$ cat config.mk
export PLATFORM = sky130hd
export DESIGN_NAME = bsb_core
export DESIGN_NICKNAME = d
export VERILOG_FILES = /design/src/rtl/bsb_pkg.sv /design/src/rtl/bsb_shift_cmp.sv /design/src/rtl/bsb_ahb_regs.sv /design/src/rtl/bsb_core.sv
export SDC_FILE = /design/constraint.sdc
export NUM_CORES = 1
export LEC_CHECK = 0
export ABC_CLOCK_PERIOD_IN_PS = 11200
export BUFFER_PORTS_ARGS = -buffer_cell sky130_fd_sc_hd__buf_2
export CORE_MARGIN = 1.5
export CORE_UTILIZATION = 41
export CTS_CLUSTER_DIAMETER = 200
export DETAILED_ROUTE_END_ITERATION = 10
export MAX_ROUTING_LAYER = met4
export PLACE_DENSITY = 0.79
export SYNTH_ARGS = -nofsm -noshare
export SYNTH_HDL_FRONTEND = slang
export SYNTH_SLANG_ARGS = --single-unit
$ cat constraint.sdc
create_clock -name core_clk -period 11.2 [get_ports core_clk]
set_clock_uncertainty 0.15 [all_clocks]
set_input_delay 2.24 -clock core_clk [delete_from_list [all_inputs] [get_ports core_clk]]
set_output_delay 2.24 -clock core_clk [all_outputs]
set_load 0.05 [all_outputs]
$ cat src/rtl/bsb_pkg.sv
package bsb_pkg;

    // Program counter width in words
    localparam int PC_W_DEF = 16;
    localparam logic [15:0] PC_RST = 16'h0000;

    // Status flag bit positions
    localparam logic [2:0] FLAG_C = 3'h0;
    localparam logic [2:0] FLAG_Z = 3'h1;
    localparam logic [2:0] FLAG_N = 3'h2;
    localparam logic [2:0] FLAG_V = 3'h3;
    localparam logic [2:0] FLAG_S = 3'h4;
    localparam logic [2:0] FLAG_H = 3'h5;
    localparam logic [2:0] FLAG_T = 3'h6;
    localparam logic [2:0] FLAG_I = 3'h7;
    localparam logic [7:0] FLAGS_RST = 8'h00;

    // Opcode masks and patterns
    localparam logic [15:0] OPM_CPI  = 16'hf000;
    localparam logic [15:0] OPP_CPI  = 16'h3000;
    localparam logic [15:0] OPM_RBIT = 16'hfe08;
    localparam logic [15:0] OPP_SRC  = 16'hfc00;
    localparam logic [15:0] OPP_SRS  = 16'hfe00;
    localparam logic [15:0] OPP_BST  = 16'hfa00;
    localparam logic [15:0] OPM_IO   = 16'hff00;
    localparam logic [15:0] OPP_CBI  = 16'h9800;
    localparam logic [15:0] OPP_SIC  = 16'h9900;
    localparam logic [15:0] OPP_SBI  = 16'h9a00;
    localparam logic [15:0] OPP_SIS  = 16'h9b00;
    localparam logic [15:0] OPM_BR   = 16'hf800;
    localparam logic [15:0] OPP_BR   = 16'hf000;
    localparam logic [15:0] OPM_ROL  = 16'hfc00;
    localparam logic [15:0] OPP_ROL  = 16'h1c00;
    localparam logic [15:0] OPM_ROR  = 16'hfe0f;
    localparam logic [15:0] OPP_ROR  = 16'h9407;
    localparam int          BR_OFF_W = 7;

    // Program counter steps and extra wait cycles
    localparam logic [1:0] PC_SKIP_ONE  = 2'h2;
    localparam logic [1:0] PC_SKIP_TWO  = 2'h3;
    localparam logic [1:0] WAIT_BR      = 2'h1;
    localparam logic [1:0] WAIT_SKIP1   = 2'h1;
    localparam logic [1:0] WAIT_SKIP2   = 2'h2;

    // Bus register map
    localparam logic [7:0]  REG_CTRL    = 8'h00;
    localparam logic [7:0]  REG_FLAGS   = 8'h04;
    localparam logic [7:0]  REG_STATUS  = 8'h08;
    localparam int          CTRL_EN_BIT = 0;
    localparam logic        CTRL_EN_RST = 1'b1;
    localparam int          STAT_BUSY   = 0;
    localparam int          STAT_PC_LSB = 16;

    typedef struct packed {
        logic [15:0] opcode;
        logic        next_two_word;
    } bsb_instr_t;

    typedef struct packed {
        logic       we;
        logic [4:0] addr;
        logic [7:0] data;
    } bsb_rf_wr_t;

    typedef struct packed {
        logic       we;
        logic [4:0] addr;
        logic [7:0] data;
        logic [7:0] mask;
    } bsb_io_wr_t;

    typedef enum logic [2:0] {
        ALU_CMP = 3'b001,
        ALU_ROL = 3'b010,
        ALU_ROR = 3'b100
    } bsb_alu_op_t;

    typedef enum logic [2:0] {
        ST_IDLE = 3'b001,
        ST_WAIT = 3'b010,
        ST_IOWR = 3'b100
    } bsb_state_t;

endpackage

$ cat src/rtl/bsb_shift_cmp.sv
`timescale 1ns/1ps
`default_nettype none
module bsb_shift_cmp
    import bsb_pkg::*;
(
    input  wire bsb_pkg::bsb_alu_op_t alu_op,
    input  wire logic [7:0]           a,
    input  wire logic [7:0]           k,
    input  wire logic                 cin,
    output logic [7:0]                res,
    output logic                      c,
    output logic                      z,
    output logic                      n,
    output logic                      v,
    output logic                      h
);
    // Subtract-without-store and rotates through carry
    always_comb begin
        res = 8'h00;
        c   = 1'b0;
        h   = 1'b0;
        v   = 1'b0;
        unique case (alu_op)
            ALU_CMP: begin
                res = a - k;
                c   = (~a[7] & k[7]) | (k[7] & res[7]) | (res[7] & ~a[7]);
                h   = (~a[3] & k[3]) | (k[3] & res[3]) | (res[3] & ~a[3]);
                v   = (a[7] & ~k[7] & ~res[7]) | (~a[7] & k[7] & res[7]);
            end
            ALU_ROL: begin
                res = {a[6:0], cin};
                c   = a[7];
                v   = res[7] ^ a[7];
            end
            ALU_ROR: begin
                res = {cin, a[7:1]};
                c   = a[0];
                v   = res[7] ^ a[0];
            end
            default: begin
                res = 8'h00;
            end
        endcase
        n = res[7];
        z = (res == 8'h00);
    end
endmodule
`default_nettype wire

$ cat src/rtl/bsb_ahb_regs.sv
`timescale 1ns/1ps
`default_nettype none
module bsb_ahb_regs
    import bsb_pkg::*;
#(
    parameter int PC_W = PC_W_DEF
) (
    input  wire logic            core_clk,
    input  wire logic            reset,
    input  wire logic            hsel,
    input  wire logic [31:0]     haddr,
    input  wire logic [1:0]      htrans,
    input  wire logic            hwrite,
    input  wire logic [2:0]      hsize,
    input  wire logic [31:0]     hwdata,
    input  wire logic            hready,
    output logic                 hreadyout,
    output logic                 hresp,
    output logic [31:0]          hrdata,
    output logic                 exec_en,
    output logic                 flag_wr,
    output logic [7:0]           flag_wdata,
    input  wire logic [7:0]      flags,
    input  wire logic [PC_W-1:0] pc,
    input  wire logic            busy
);
    logic       dph_wr_q;
    logic [7:0] dph_addr_q;
    logic       ctrl_en_q;
    logic       aph;

    // Zero wait states, so the slave never stretches a transfer
    assign hreadyout = 1'b1;
    assign hresp     = 1'b0;
    assign aph       = hsel & hready & htrans[1];
    assign exec_en   = ctrl_en_q;

    // Address phase capture; only whole words are used
    always_ff @(posedge core_clk) begin
        if (reset) begin
            dph_wr_q   <= 1'b0;
            dph_addr_q <= 8'h00;
        end else begin
            dph_wr_q   <= aph & hwrite & (hsize == 3'h2);
            dph_addr_q <= haddr[7:0];
        end
    end

    // Read data sampled in the address phase; unmapped reads zero
    always_ff @(posedge core_clk) begin
        if (reset) begin
            hrdata <= 32'h0000_0000;
        end else if (aph & ~hwrite) begin
            unique case (haddr[7:0])
                REG_CTRL:   hrdata <= 32'(ctrl_en_q);
                REG_FLAGS:  hrdata <= 32'(flags);
                REG_STATUS: hrdata <= (32'(pc) << STAT_PC_LSB) | (32'(busy) << STAT_BUSY);
                default:    hrdata <= 32'h0000_0000;
            endcase
        end
    end

    // Control write in the data phase
    always_ff @(posedge core_clk) begin
        if (reset) begin
            ctrl_en_q <= CTRL_EN_RST;
        end else if (dph_wr_q && dph_addr_q == REG_CTRL) begin
            ctrl_en_q <= hwdata[CTRL_EN_BIT];
        end
    end

    // Flag preload strobe, taken by the core on the same edge
    assign flag_wr    = dph_wr_q && (dph_addr_q == REG_FLAGS);
    assign flag_wdata = hwdata[7:0];
endmodule
`default_nettype wire

$ cat src/rtl/bsb_core.sv
// The register addresses and the AHB-Lite slave port are this design's own decisions.
`timescale 1ns/1ps
`default_nettype none
// Functional notes
// - Compare with constant subtracts, stores nothing, sets Z N V C H, one cycle.
// - Skip on register bit clear steps over next instruction, PC plus 2 or 3.
// - Skip on register bit set steps over next instruction, flags untouched.
// - I/O bit skips test one I/O bit, skip on zero or one.
// - Flag-index branch jumps to PC+k+1 on chosen flag state; 1 or 2 cycles.
// - Carry branches jump on carry one or carry zero, target PC+k+1.
// - Signed branches test N xor V; ge on zero, less on one.
// - Half-carry branches jump on H one or H zero.
// - Transfer-flag branches jump on T set or clear, 1 or 2 cycles.
// - Overflow branches jump on V one or zero, flags unchanged.
// - Interrupt-state branches jump on I one or zero, I unchanged.
// - I/O bit set forces one bit high in two cycles, no flags.
// - I/O bit clear forces exactly one bit low in two cycles.
// - Rotate up via carry: C into bit 0, bit 7 into C; Z C N V.
// - Rotate down via carry: C into bit 7, bit 0 into C; Z C N V.
// - Register bit to transfer flag copies one bit into T only.
module bsb_core
    import bsb_pkg::*;
#(
    parameter int PC_W = PC_W_DEF
) (
    input  wire logic                core_clk,
    input  wire logic                reset,
    input  wire logic                instr_valid,
    input  wire bsb_pkg::bsb_instr_t instr,
    output logic                     instr_ready,
    output logic                     op_done,
    output logic                     op_unhandled,
    output logic [4:0]               rf_raddr,
    input  wire logic [7:0]          rf_rdata,
    output bsb_pkg::bsb_rf_wr_t      rf_wr,
    output logic [4:0]               io_raddr,
    input  wire logic [7:0]          io_rdata,
    output bsb_pkg::bsb_io_wr_t      io_wr,
    output logic [PC_W-1:0]          pc,
    output logic [7:0]               flags,
    input  wire logic                hsel,
    input  wire logic [31:0]         haddr,
    input  wire logic [1:0]          htrans,
    input  wire logic                hwrite,
    input  wire logic [2:0]          hsize,
    input  wire logic [31:0]         hwdata,
    input  wire logic                hready,
    output logic                     hreadyout,
    output logic                     hresp,
    output logic [31:0]              hrdata
);
    import bsb_pkg::*;

    logic [PC_W-1:0] pc_q;
    logic [7:0]      flags_q;
    bsb_state_t      state_q;
    logic [1:0]      wait_cnt_q;
    bsb_io_wr_t      io_wr_q;
    logic            exec_en;
    logic            flag_wr;
    logic [7:0]      flag_wdata;
    logic            go;
    logic [15:0]     op;
    logic            is_cpi, is_src, is_srs, is_sic, is_sis, is_sbi, is_cbi;
    logic            is_br, is_rol, is_ror, is_bst, is_iobit, handled;
    logic            reg_bit, io_bit, fval, br_take, skip_take, multi;
    logic [7:0]      bit_mask;
    logic [PC_W-1:0] br_off, br_target;
    logic [1:0]      skip_step, skip_wait;
    bsb_alu_op_t     alu_op;
    logic [7:0]      alu_res;
    logic            alu_c, alu_z, alu_n, alu_v, alu_h;

    // Register slave on the bus
    bsb_ahb_regs #(
        .PC_W (PC_W)
    ) u_regs (
        .core_clk   (core_clk),
        .reset      (reset),
        .hsel       (hsel),
        .haddr      (haddr),
        .htrans     (htrans),
        .hwrite     (hwrite),
        .hsize      (hsize),
        .hwdata     (hwdata),
        .hready     (hready),
        .hreadyout  (hreadyout),
        .hresp      (hresp),
        .hrdata     (hrdata),
        .exec_en    (exec_en),
        .flag_wr    (flag_wr),
        .flag_wdata (flag_wdata),
        .flags      (flags_q),
        .pc         (pc_q),
        .busy       (state_q != ST_IDLE)
    );

    // Issue handshake; software can halt issue through the control register
    assign instr_ready = (state_q == ST_IDLE) & exec_en;
    assign go          = instr_valid & instr_ready;
    assign op          = instr.opcode;

    // Opcode decode
    assign is_cpi   = (op & OPM_CPI) == OPP_CPI;
    assign is_src   = (op & OPM_RBIT) == OPP_SRC;
    assign is_srs   = (op & OPM_RBIT) == OPP_SRS;
    assign is_bst   = (op & OPM_RBIT) == OPP_BST;
    assign is_cbi   = (op & OPM_IO) == OPP_CBI;
    assign is_sic   = (op & OPM_IO) == OPP_SIC;
    assign is_sbi   = (op & OPM_IO) == OPP_SBI;
    assign is_sis   = (op & OPM_IO) == OPP_SIS;
    assign is_br    = (op & OPM_BR) == OPP_BR;
    // Rotate up is the add-with-carry of a register onto itself
    assign is_rol   = ((op & OPM_ROL) == OPP_ROL) && (op[8:4] == {op[9], op[3:0]});
    assign is_ror   = (op & OPM_ROR) == OPP_ROR;
    assign is_iobit = is_sbi | is_cbi;
    assign handled  = is_cpi | is_src | is_srs | is_bst | is_cbi | is_sic | is_sbi | is_sis
                      | is_br | is_rol | is_ror;
    assign op_unhandled = go & ~handled;

    // Operand fetch; constant compare reaches only the upper sixteen registers
    assign rf_raddr = is_cpi ? {1'b1, op[7:4]} : op[8:4];
    assign io_raddr = op[7:3];
    assign reg_bit  = rf_rdata[op[2:0]];
    assign io_bit   = io_rdata[op[2:0]];
    assign bit_mask = 8'h01 << op[2:0];

    // Skip decision and step size from the length of the skipped word
    assign skip_take = (is_src & ~reg_bit) | (is_srs & reg_bit)
                       | (is_sic & ~io_bit) | (is_sis & io_bit);
    assign skip_step = instr.next_two_word ? PC_SKIP_TWO : PC_SKIP_ONE;
    assign skip_wait = instr.next_two_word ? WAIT_SKIP2 : WAIT_SKIP1;

    // Flag branch: index selects the flag, sign slot is N xor V live
    always_comb begin
        fval = flags_q[op[2:0]];
        if (op[2:0] == FLAG_S) begin
            fval = flags_q[FLAG_N] ^ flags_q[FLAG_V];
        end
    end
    // Bit 10 chooses branch on clear; carry, H, T, V, I follow by index
    assign br_take   = is_br & (fval ^ op[10]);
    assign br_off    = {{(PC_W - BR_OFF_W){op[9]}}, op[9:3]};
    assign br_target = pc_q + br_off + PC_W'(1);
    assign multi     = br_take | skip_take;

    // Compare and rotates share one small datapath
    always_comb begin
        alu_op = ALU_CMP;
        if (is_rol) begin
            alu_op = ALU_ROL;
        end else if (is_ror) begin
            alu_op = ALU_ROR;
        end
    end

    bsb_shift_cmp u_alu (
        .alu_op (alu_op),
        .a      (rf_rdata),
        .k      ({op[11:8], op[3:0]}),
        .cin    (flags_q[FLAG_C]),
        .res    (alu_res),
        .c      (alu_c),
        .z      (alu_z),
        .n      (alu_n),
        .v      (alu_v),
        .h      (alu_h)
    );

    // Write-back strobe; compare never writes
    assign rf_wr.we   = go & (is_rol | is_ror);
    assign rf_wr.addr = op[8:4];
    assign rf_wr.data = alu_res;

    // Program counter
    always_ff @(posedge core_clk) begin
        if (reset) begin
            pc_q <= PC_W'(PC_RST);
        end else if (go) begin
            if (br_take) begin
                pc_q <= br_target;
            end else if (skip_take) begin
                pc_q <= pc_q + PC_W'(skip_step);
            end else begin
                pc_q <= pc_q + PC_W'(1);
            end
        end
    end

    // Flags: a bus preload first, then the instruction's own bits win
    always_ff @(posedge core_clk) begin
        if (reset) begin
            flags_q <= FLAGS_RST;
        end else begin
            if (flag_wr) begin
                flags_q <= flag_wdata;
            end
            if (go && is_cpi) begin
                flags_q[FLAG_Z] <= alu_z;
                flags_q[FLAG_N] <= alu_n;
                flags_q[FLAG_V] <= alu_v;
                flags_q[FLAG_C] <= alu_c;
                flags_q[FLAG_H] <= alu_h;
            end
            if (go && (is_rol || is_ror)) begin
                flags_q[FLAG_Z] <= alu_z;
                flags_q[FLAG_N] <= alu_n;
                flags_q[FLAG_V] <= alu_v;
                flags_q[FLAG_C] <= alu_c;
            end
            if (go && is_bst) begin
                flags_q[FLAG_T] <= reg_bit;
            end
        end
    end

    // Sequencer for taken skips, taken branches and I/O bit writes
    always_ff @(posedge core_clk) begin
        if (reset) begin
            state_q    <= ST_IDLE;
            wait_cnt_q <= 2'h0;
        end else begin
            unique case (state_q)
                ST_IDLE: begin
                    if (go && is_iobit) begin
                        state_q <= ST_IOWR;
                    end else if (go && multi) begin
                        state_q    <= ST_WAIT;
                        wait_cnt_q <= br_take ? WAIT_BR : skip_wait;
                    end
                end
                ST_WAIT: begin
                    wait_cnt_q <= wait_cnt_q - 2'h1;
                    if (wait_cnt_q == 2'h1) begin
                        state_q <= ST_IDLE;
                    end
                end
                ST_IOWR: begin
                    state_q <= ST_IDLE;
                end
                default: begin
                    state_q <= ST_IDLE;
                end
            endcase
        end
    end

    // Read in the first cycle, write one bit in the second; neighbours
    // keep the value read, and the mask lets flag-clearing registers act
    always_ff @(posedge core_clk) begin
        if (reset) begin
            io_wr_q <= '0;
        end else if (go && is_iobit) begin
            io_wr_q.we   <= 1'b1;
            io_wr_q.addr <= op[7:3];
            io_wr_q.mask <= bit_mask;
            io_wr_q.data <= is_sbi ? (io_rdata | bit_mask) : (io_rdata & ~bit_mask);
        end else begin
            io_wr_q.we <= 1'b0;
        end
    end

    assign io_wr   = io_wr_q;
    assign pc      = pc_q;
    assign flags   = flags_q;
    assign op_done = (go & ~is_iobit & ~multi) | ((state_q == ST_WAIT) & (wait_cnt_q == 2'h1))
                     | (state_q == ST_IOWR);
endmodule
`default_nettype wire

; Word level (Yosys, flattened, before mapping)
; Cells that the tools add are included.
[op_classes]
add_sub_neg = 6
order_cmp = 1
n_eq_ne = 29
shift = 1
mux = 34
n_bitwise = 67
reduce_logical = 18
[op_table]
columns = operator, count
row1 = 32-bit case mux with 3 select lines, 1
row2 = 8-bit == test (second input constant), 7
row3 = 16-bit by 1-bit adder with 16-bit output (second input constant), 2
row4 = 16-bit two-way mux, 2
row5 = 32-bit by 1-bit OR with 32-bit output, 1
row6 = 1-bit AND, 26
row7 = 8-bit logical NOT, 3
row8 = 8-bit case mux with 3 select lines, 1
row9 = 1-bit OR, 23
row10 = 16-bit adder, 1
row11 = 16-bit by 2-bit adder with 16-bit output, 1
row12 = 8-bit by 3-bit == test with 1-bit output (second input constant), 2
row13 = 3-bit two-way mux, 5
row14 = 11-bit == test (second input constant), 1
row15 = 1-bit NOT, 10
row16 = 1-bit binary-select mux with 3-bit select, 3
row17 = 3-bit by 2-bit == test with 1-bit output (second input constant), 3
row18 = 3-bit == test (second input constant), 3
row19 = 1-bit two-way mux, 9
row20 = 8-bit AND, 1
row21 = 8-bit by 4-bit == test with 1-bit output (second input constant), 1
row22 = 1-bit logical AND, 8
row23 = 2-bit two-way mux, 4
row24 = 4-bit two-way mux, 2
row25 = 27 further kinds, 36
[totals]
regBits = 93
input_bits = 108
output_inout_bits = 107
word_cells = 171

; Longest topological paths before layout
[logic_depth]
depth_word = 13
ltp_mapped = 17
ltp_nobuf = 16

; Hierarchy
; Synthesis repeated with hierarchy kept, for this count alone.
[hier_totals]
hier_cells = 771
hier_area_um2 = 6282.3
[modules_own_cells]
columns = module, instances, cells_each, area_each_um2, seq_area_each_um2
row1 = bsb_core, 1, 507, 3880.0, 1021.0
row2 = bsb_ahb_regs, 1, 164, 1630.3, 680.7
row3 = bsb_shift_cmp, 1, 100, 772.0, 0.0

; Worst setup path after synthesis
; No wires, ideal clock.
[synth_timing]
path_type = input to output
from = in instr[3] (netlist bit)
to = out op_done
t_arrival_ns = 4.883
t_required_ns = 8.810
path_slack_ns = 3.927
cell_stages = 7
path_buffers = 1
cell_sequence = buf_6 -> mux4_2 -> and2_1 -> o221a_2 -> a211oi_2 -> nand2_1 -> o32ai_1
[synth_via]
elab_chain_cells = 12
word_cells_on_any_way = 24
cone_classes = 1 x eq/ne / 7 x mux / 16 x bitwise
[synth_lines]
columns = element, line
row1 = start: declaration, bsb_core.sv:29  ; input wire bsb_pkg::bsb_instr_t instr,
row2 = 1-bit binary-select mux with 3-bit select, bsb_core.sv:124  ; assign reg_bit = rf_rdata[op[2:0]];
row3 = 1-bit two-way mux (implied by the code), bsb_core.sv:124
row4 = 1-bit NOT, bsb_core.sv:129  ; assign skip_take = (is_src & ~reg_bit) | (is_srs & reg_bit)
row5 = 1-bit AND, bsb_core.sv:129
row6 = 1-bit OR, bsb_core.sv:129
row7 = 1-bit OR (2 in series), bsb_core.sv:130  ; | (is_sic & ~io_bit) | (is_sis & io_bit);
row8 = 1-bit OR (*), bsb_core.sv:145  ; assign multi = br_take | skip_take;
row9 = 1-bit NOT (*), bsb_core.sv:266  ; assign op_done = (go & ~is_iobit & ~multi) | ((state_q == ST_WAIT) & (wait_cnt_q == 2'h1))
row10 = 1-bit AND (*), bsb_core.sv:266
row11 = 1-bit OR (*), bsb_core.sv:266
row12 = 1-bit OR (*), bsb_core.sv:267  ; | (state_q == ST_IOWR);
row13 = end: declaration, bsb_core.sv:31  ; output logic op_done,
; Every way passes the cells marked *; elsewhere a longest branch is shown, timed or not. The select of a mux whose other input is x is not followed.

==> impl_results.html <==
<table>
<tr><th>Metric</th><th>Value</th></tr>
<tr><th colspan="2">Floorplanning</th></tr>
<tr><td>Core area</td><td>~13,000 sq um</td></tr>
<tr><td>DIE WIDTH</td><td>about 120 microns</td></tr>
<tr><td>Initial standard-cell utilization of the core</td><td>0.4258</td></tr>
<tr><td>Die height</td><td>about 120 microns</td></tr>
<tr><td>Num rows</td><td>42</td></tr>
<tr><td>Top-level port count</td><td>~220</td></tr>
<tr><td>Overall die area</td><td>~15,000 sq um</td></tr>
<tr><th colspan="2">Global route</th></tr>
<tr><td>Vias in the first global route</td><td>between 5,000 and 6,000</td></tr>
<tr><td>Largest net degree at the start of global routing</td><td>84</td></tr>
<tr><td>Total global routing overflow</td><td>0</td></tr>
<tr><td>Aggregate global-route resource usage</td><td>0.2330</td></tr>
<tr><td>Global-route wire length before repair</td><td>26.15 mm</td></tr>
<tr><td>Number of antenna violations at the first check in global routing</td><td>0</td></tr>
<tr><th colspan="2">Worst setup path</th></tr>
<tr><td>Signal arrival time at the worst endpoint</td><td>around 5.2 ns</td></tr>
<tr><td>Kind of critical path</td><td>in2out</td></tr>
<tr><td>Required time of the worst setup path</td><td>between 8 and 9 ns</td></tr>
<tr><td>CP Launch Type</td><td>primary input</td></tr>
<tr><td>CP max FO</td><td>18</td></tr>
<tr><td>R2R Path Start</td><td>pc[1]</td></tr>
<tr><td>Launching element of the worst setup path</td><td>instr[2]</td></tr>
<tr><td>Type of destination of the critical path</td><td>primary output</td></tr>
<tr><th colspan="2">Drt</th></tr>
<tr><td>DR vias</td><td>5,716</td></tr>
<tr><td>Detailed Route Iter0 Violations</td><td>570</td></tr>
<tr><td>Vias/cell</td><td>5.693</td></tr>
<tr><td>Post-Route WL</td><td>16.75 mm</td></tr>
<tr><td>Antenna-violating nets left</td><td>0</td></tr>
<tr><td>Count of TritonRoute iterations in the first routing pass</td><td>5</td></tr>
<tr><td>DR DRC count</td><td>0</td></tr>
<tr><td>Detailed-route wire length per cell</td><td>roughly 17 microns</td></tr>
<tr><th colspan="2">Synthesis</th></tr>
<tr><td>Cell types occupying the most area after synthesis</td><td>dfxtp_1 (30%), ha_1 (7.0%), nor2_1 (5.3%)</td></tr>
<tr><td>Leading area contributor after synthesis</td><td>dfxtp_1</td></tr>
<tr><td>Area of the mapped netlist</td><td>roughly 5700 sq um</td></tr>
<tr><td>Main flop type after synthesis</td><td>dfxtp_1</td></tr>
<tr><td>Share of flip-flops with an asynchronous set or reset after synthesis</td><td>0</td></tr>
<tr><td>Seq/Total Area, Yosys</td><td>0.2982</td></tr>
<tr><td>Gate count of the mapped netlist</td><td>between 700 and 800</td></tr>
<tr><td>Proportion of netlist area held by the largest area contributor</td><td>0.2982</td></tr>
<tr><td>Yosys warning count</td><td>0</td></tr>
<tr><td>Flip-flop and latch count after synthesis</td><td>between 80 and 90</td></tr>
<tr><td>Number of enable-type register cells in the synthesized netlist</td><td>0</td></tr>
<tr><td>Avg Synthesized Cell Area</td><td>between 8 and 9 sq um</td></tr>
<tr><td>Synth unique cells</td><td>66</td></tr>
<tr><th colspan="2">STA</th></tr>
<tr><td>TNS Setup</td><td>0 ns</td></tr>
<tr><td>Total of endpoints with negative setup slack in the final report</td><td>0</td></tr>
<tr><td>Clock period minus final worst setup slack</td><td>between 7 and 8 ns</td></tr>
<tr><td>Post-route clock period utilization</td><td>0.6766</td></tr>
<tr><td>Normalized max-slew margin</td><td>0.2595</td></tr>
<tr><td>RSZ-0062 raised after global routing</td><td>false</td></tr>
<tr><td>Fmax</td><td>~130 MHz</td></tr>
<tr><td>Actual transition at the worst max-transition pin</td><td>approximately 1.1 ns</td></tr>
<tr><td>Total count of max-transition violations in the final report</td><td>0</td></tr>
<tr><td>Endpoints failing hold</td><td>0</td></tr>
<tr><th colspan="2">Finish</th></tr>
<tr><td>Commonest cells after routing, fill and taps aside</td><td>buf_2 (155), dfxtp_1 (85), nor2_1 (81)</td></tr>
<tr><td>FILL cells</td><td>~1,300</td></tr>
<tr><td>Post-layout instance count excluding filler cells</td><td>1,004</td></tr>
<tr><td>Final net count</td><td>~970</td></tr>
<tr><td>Area growth, synth to finish</td><td>17.43%</td></tr>
<tr><td>Antenna diodes</td><td>0</td></tr>
<tr><td>Design area</td><td>~6700 sq um</td></tr>
<tr><td>Most common library cell in the layout ignoring fill and taps</td><td>buf_2</td></tr>
<tr><td>Share of final-layout standard cells stronger than drive strength 1</td><td>0.2367</td></tr>
<tr><th colspan="2">Placed design</th></tr>
<tr><td>Placed Cells incl. Taps</td><td>a little under 1,000</td></tr>
<tr><td>Gpl congestion</td><td>around 0.95</td></tr>
<tr><td>Sum of net half-perimeters after detailed placement</td><td>~12 mm</td></tr>
<tr><td>Placed cell area</td><td>between 6000 and 7000 sq um</td></tr>
<tr><td>Number of buffers added on ports</td><td>approximately 160</td></tr>
<tr><th colspan="2">Clock tree</th></tr>
<tr><td>Number of buffers created by CTS</td><td>9</td></tr>
<tr><td>Post-CTS setup buffer count</td><td>0</td></tr>
<tr><td>Insertion delay of the later-clocked pin in the worst-skew pair</td><td>about 0.35 ns</td></tr>
<tr><td>Clock slew seen by the registers of the worst setup and hold paths</td><td>around 0.060 ns</td></tr>
<tr><td>Hold Buf Count CTS</td><td>0</td></tr>
<tr><td>Number of clock sinks seen by CTS</td><td>85</td></tr>
<tr><td>Maximum level of the CTS H-tree</td><td>3</td></tr>
<tr><td>CTS tree</td><td>done</td></tr>
<tr><td>Resized cells post-CTS</td><td>0</td></tr>
<tr><td>CTS Root Cell</td><td>clkbuf_16</td></tr>
<tr><td>Longest Clk Path Bufs</td><td>2</td></tr>
<tr><th colspan="2">Power and ir drop</th></tr>
<tr><td>Max rail drop VDD</td><td>between 0.07 and 0.08 mV</td></tr>
<tr><td>Static Leak</td><td>around 0.0030 uW</td></tr>
<tr><td>Total chip power</td><td>747.8 uW</td></tr>
<tr><td>Power density over the cells</td><td>between 100 and 150 nW/um^2</td></tr>
<tr><th colspan="2">Hold path</th></tr>
<tr><td>Start point of the worst hold path</td><td>io_wr[19]</td></tr>
<tr><td>Class of the tightest hold or removal check</td><td>reg2reg</td></tr>
<tr><th colspan="2">Status</th></tr>
<tr><td>Result of the run</td><td>finished, final reports clean</td></tr>
<tr><th colspan="2">Job</th></tr>
<tr><td>Max-cap viol count</td><td>0</td></tr>
</table>
## area by class of cell
class / instances / area, sq um / area share
inverter: 29 / 108.9 / 0.01625
timing repair buffer: 161 / 820.8 / 0.1225
tap: 176 / 220.2 / 0.03287
sequential: 85 / 1702 / 0.2540
clock inverter: 6 / 37.54 / 0.005602
multi-input combinational: 537 / 3572 / 0.5331
clock buffer: 10 / 239.0 / 0.03567
## per-layer routing
metal	track usage	share of wire	vias to the layer above
met5	-	0	-
met4	0.06618	0.018	0
met3	0.05263	0.071	28
met2	0.3839	0.48	225
met1	0.2872	0.43	2713
li1	-	-	2750
## registers in the layout (all words and copies together), names as in the netlist
register and count:
u_regs.hrdata 24, io_wr 22, pc 16, flags 8
u_regs.dph_addr_q 8, state_q 3, wait_cnt_q 2, u_regs.dph_wr_q 1
u_regs.exec_en 1
## through the flow
step,setup WS [ns],hold slack [ns],utilization
2_1_floorplan,3.927,0.3389,-
3_3_place_gp,3.611,0.2893,0.4794
3_5_place_dp,3.605,0.2962,0.4794
4_1_cts,3.623,0.3044,0.5000
5_1_grt,3.408,0.3206,0.5000
6_report,3.622,0.3064,0.5000
## cells in the mapped netlist (all sizes together), types with 3 or more instances
cell,number
mux2i,20
buf,34
ha,32
nor4,5
a21oi,43
a311oi,6
xnor2,9
nand2b,8
fa,5
o21ai,30
a31oi,10
and3,11
xor2,10
nor2,81
nand4,6
nor4b,5
o22ai,4
o31ai,3
or2,3
a211oi,18
or4,6
a22oi,31
nor2b,17
nand3,19
nor3,17
mux4,4
clkbuf,27
nor3b,5
o211ai,4
and2,9
mux2,4
nand2,59
inv,29
a21boi,4
o21a,3
a21o,10
dfxtp,85
## critical path: stages
cell      delay, ns
buf_2          0.31
inv_1          0.18
ha_1           0.32
nor2b_1        0.12
o21ai_0        0.22
a21oi_1        0.13
o31ai_1        0.27
nand2b_1       0.09
a21oi_1        0.18
fa_1           0.46
o21ai_0        0.32
buf_2          0.33
## kinds of logic after synthesis
family | synth area share
adder cells (fa/ha/maj) | 0.08772
buffers and inverters | 0.08092
AO/OA/AOI/OAI | 0.2219
other | 0.001316
XOR/XNOR | 0.03048
flip-flops | 0.2982
multiplexers | 0.05877
AND/OR/NAND/NOR | 0.2206
## path summary, 6_finish.rpt
kind,end,slack [ns],cells past startpoint
hold / removal,io_wr[19],0.31,2
setup / recovery,rf_wr[7],3.62,12
hold reg to reg,io_wr[19],0.31,2
setup reg to reg,pc[15],8.31,8
## where the power goes
part | internal (uW) | total [uW] | switching, uW
clock | 156 | 281 | 125
combinational | 47.3 | 157 | 110
sequential | 306 | 310 | 4.12
Power figures use the tool's default switching activity.
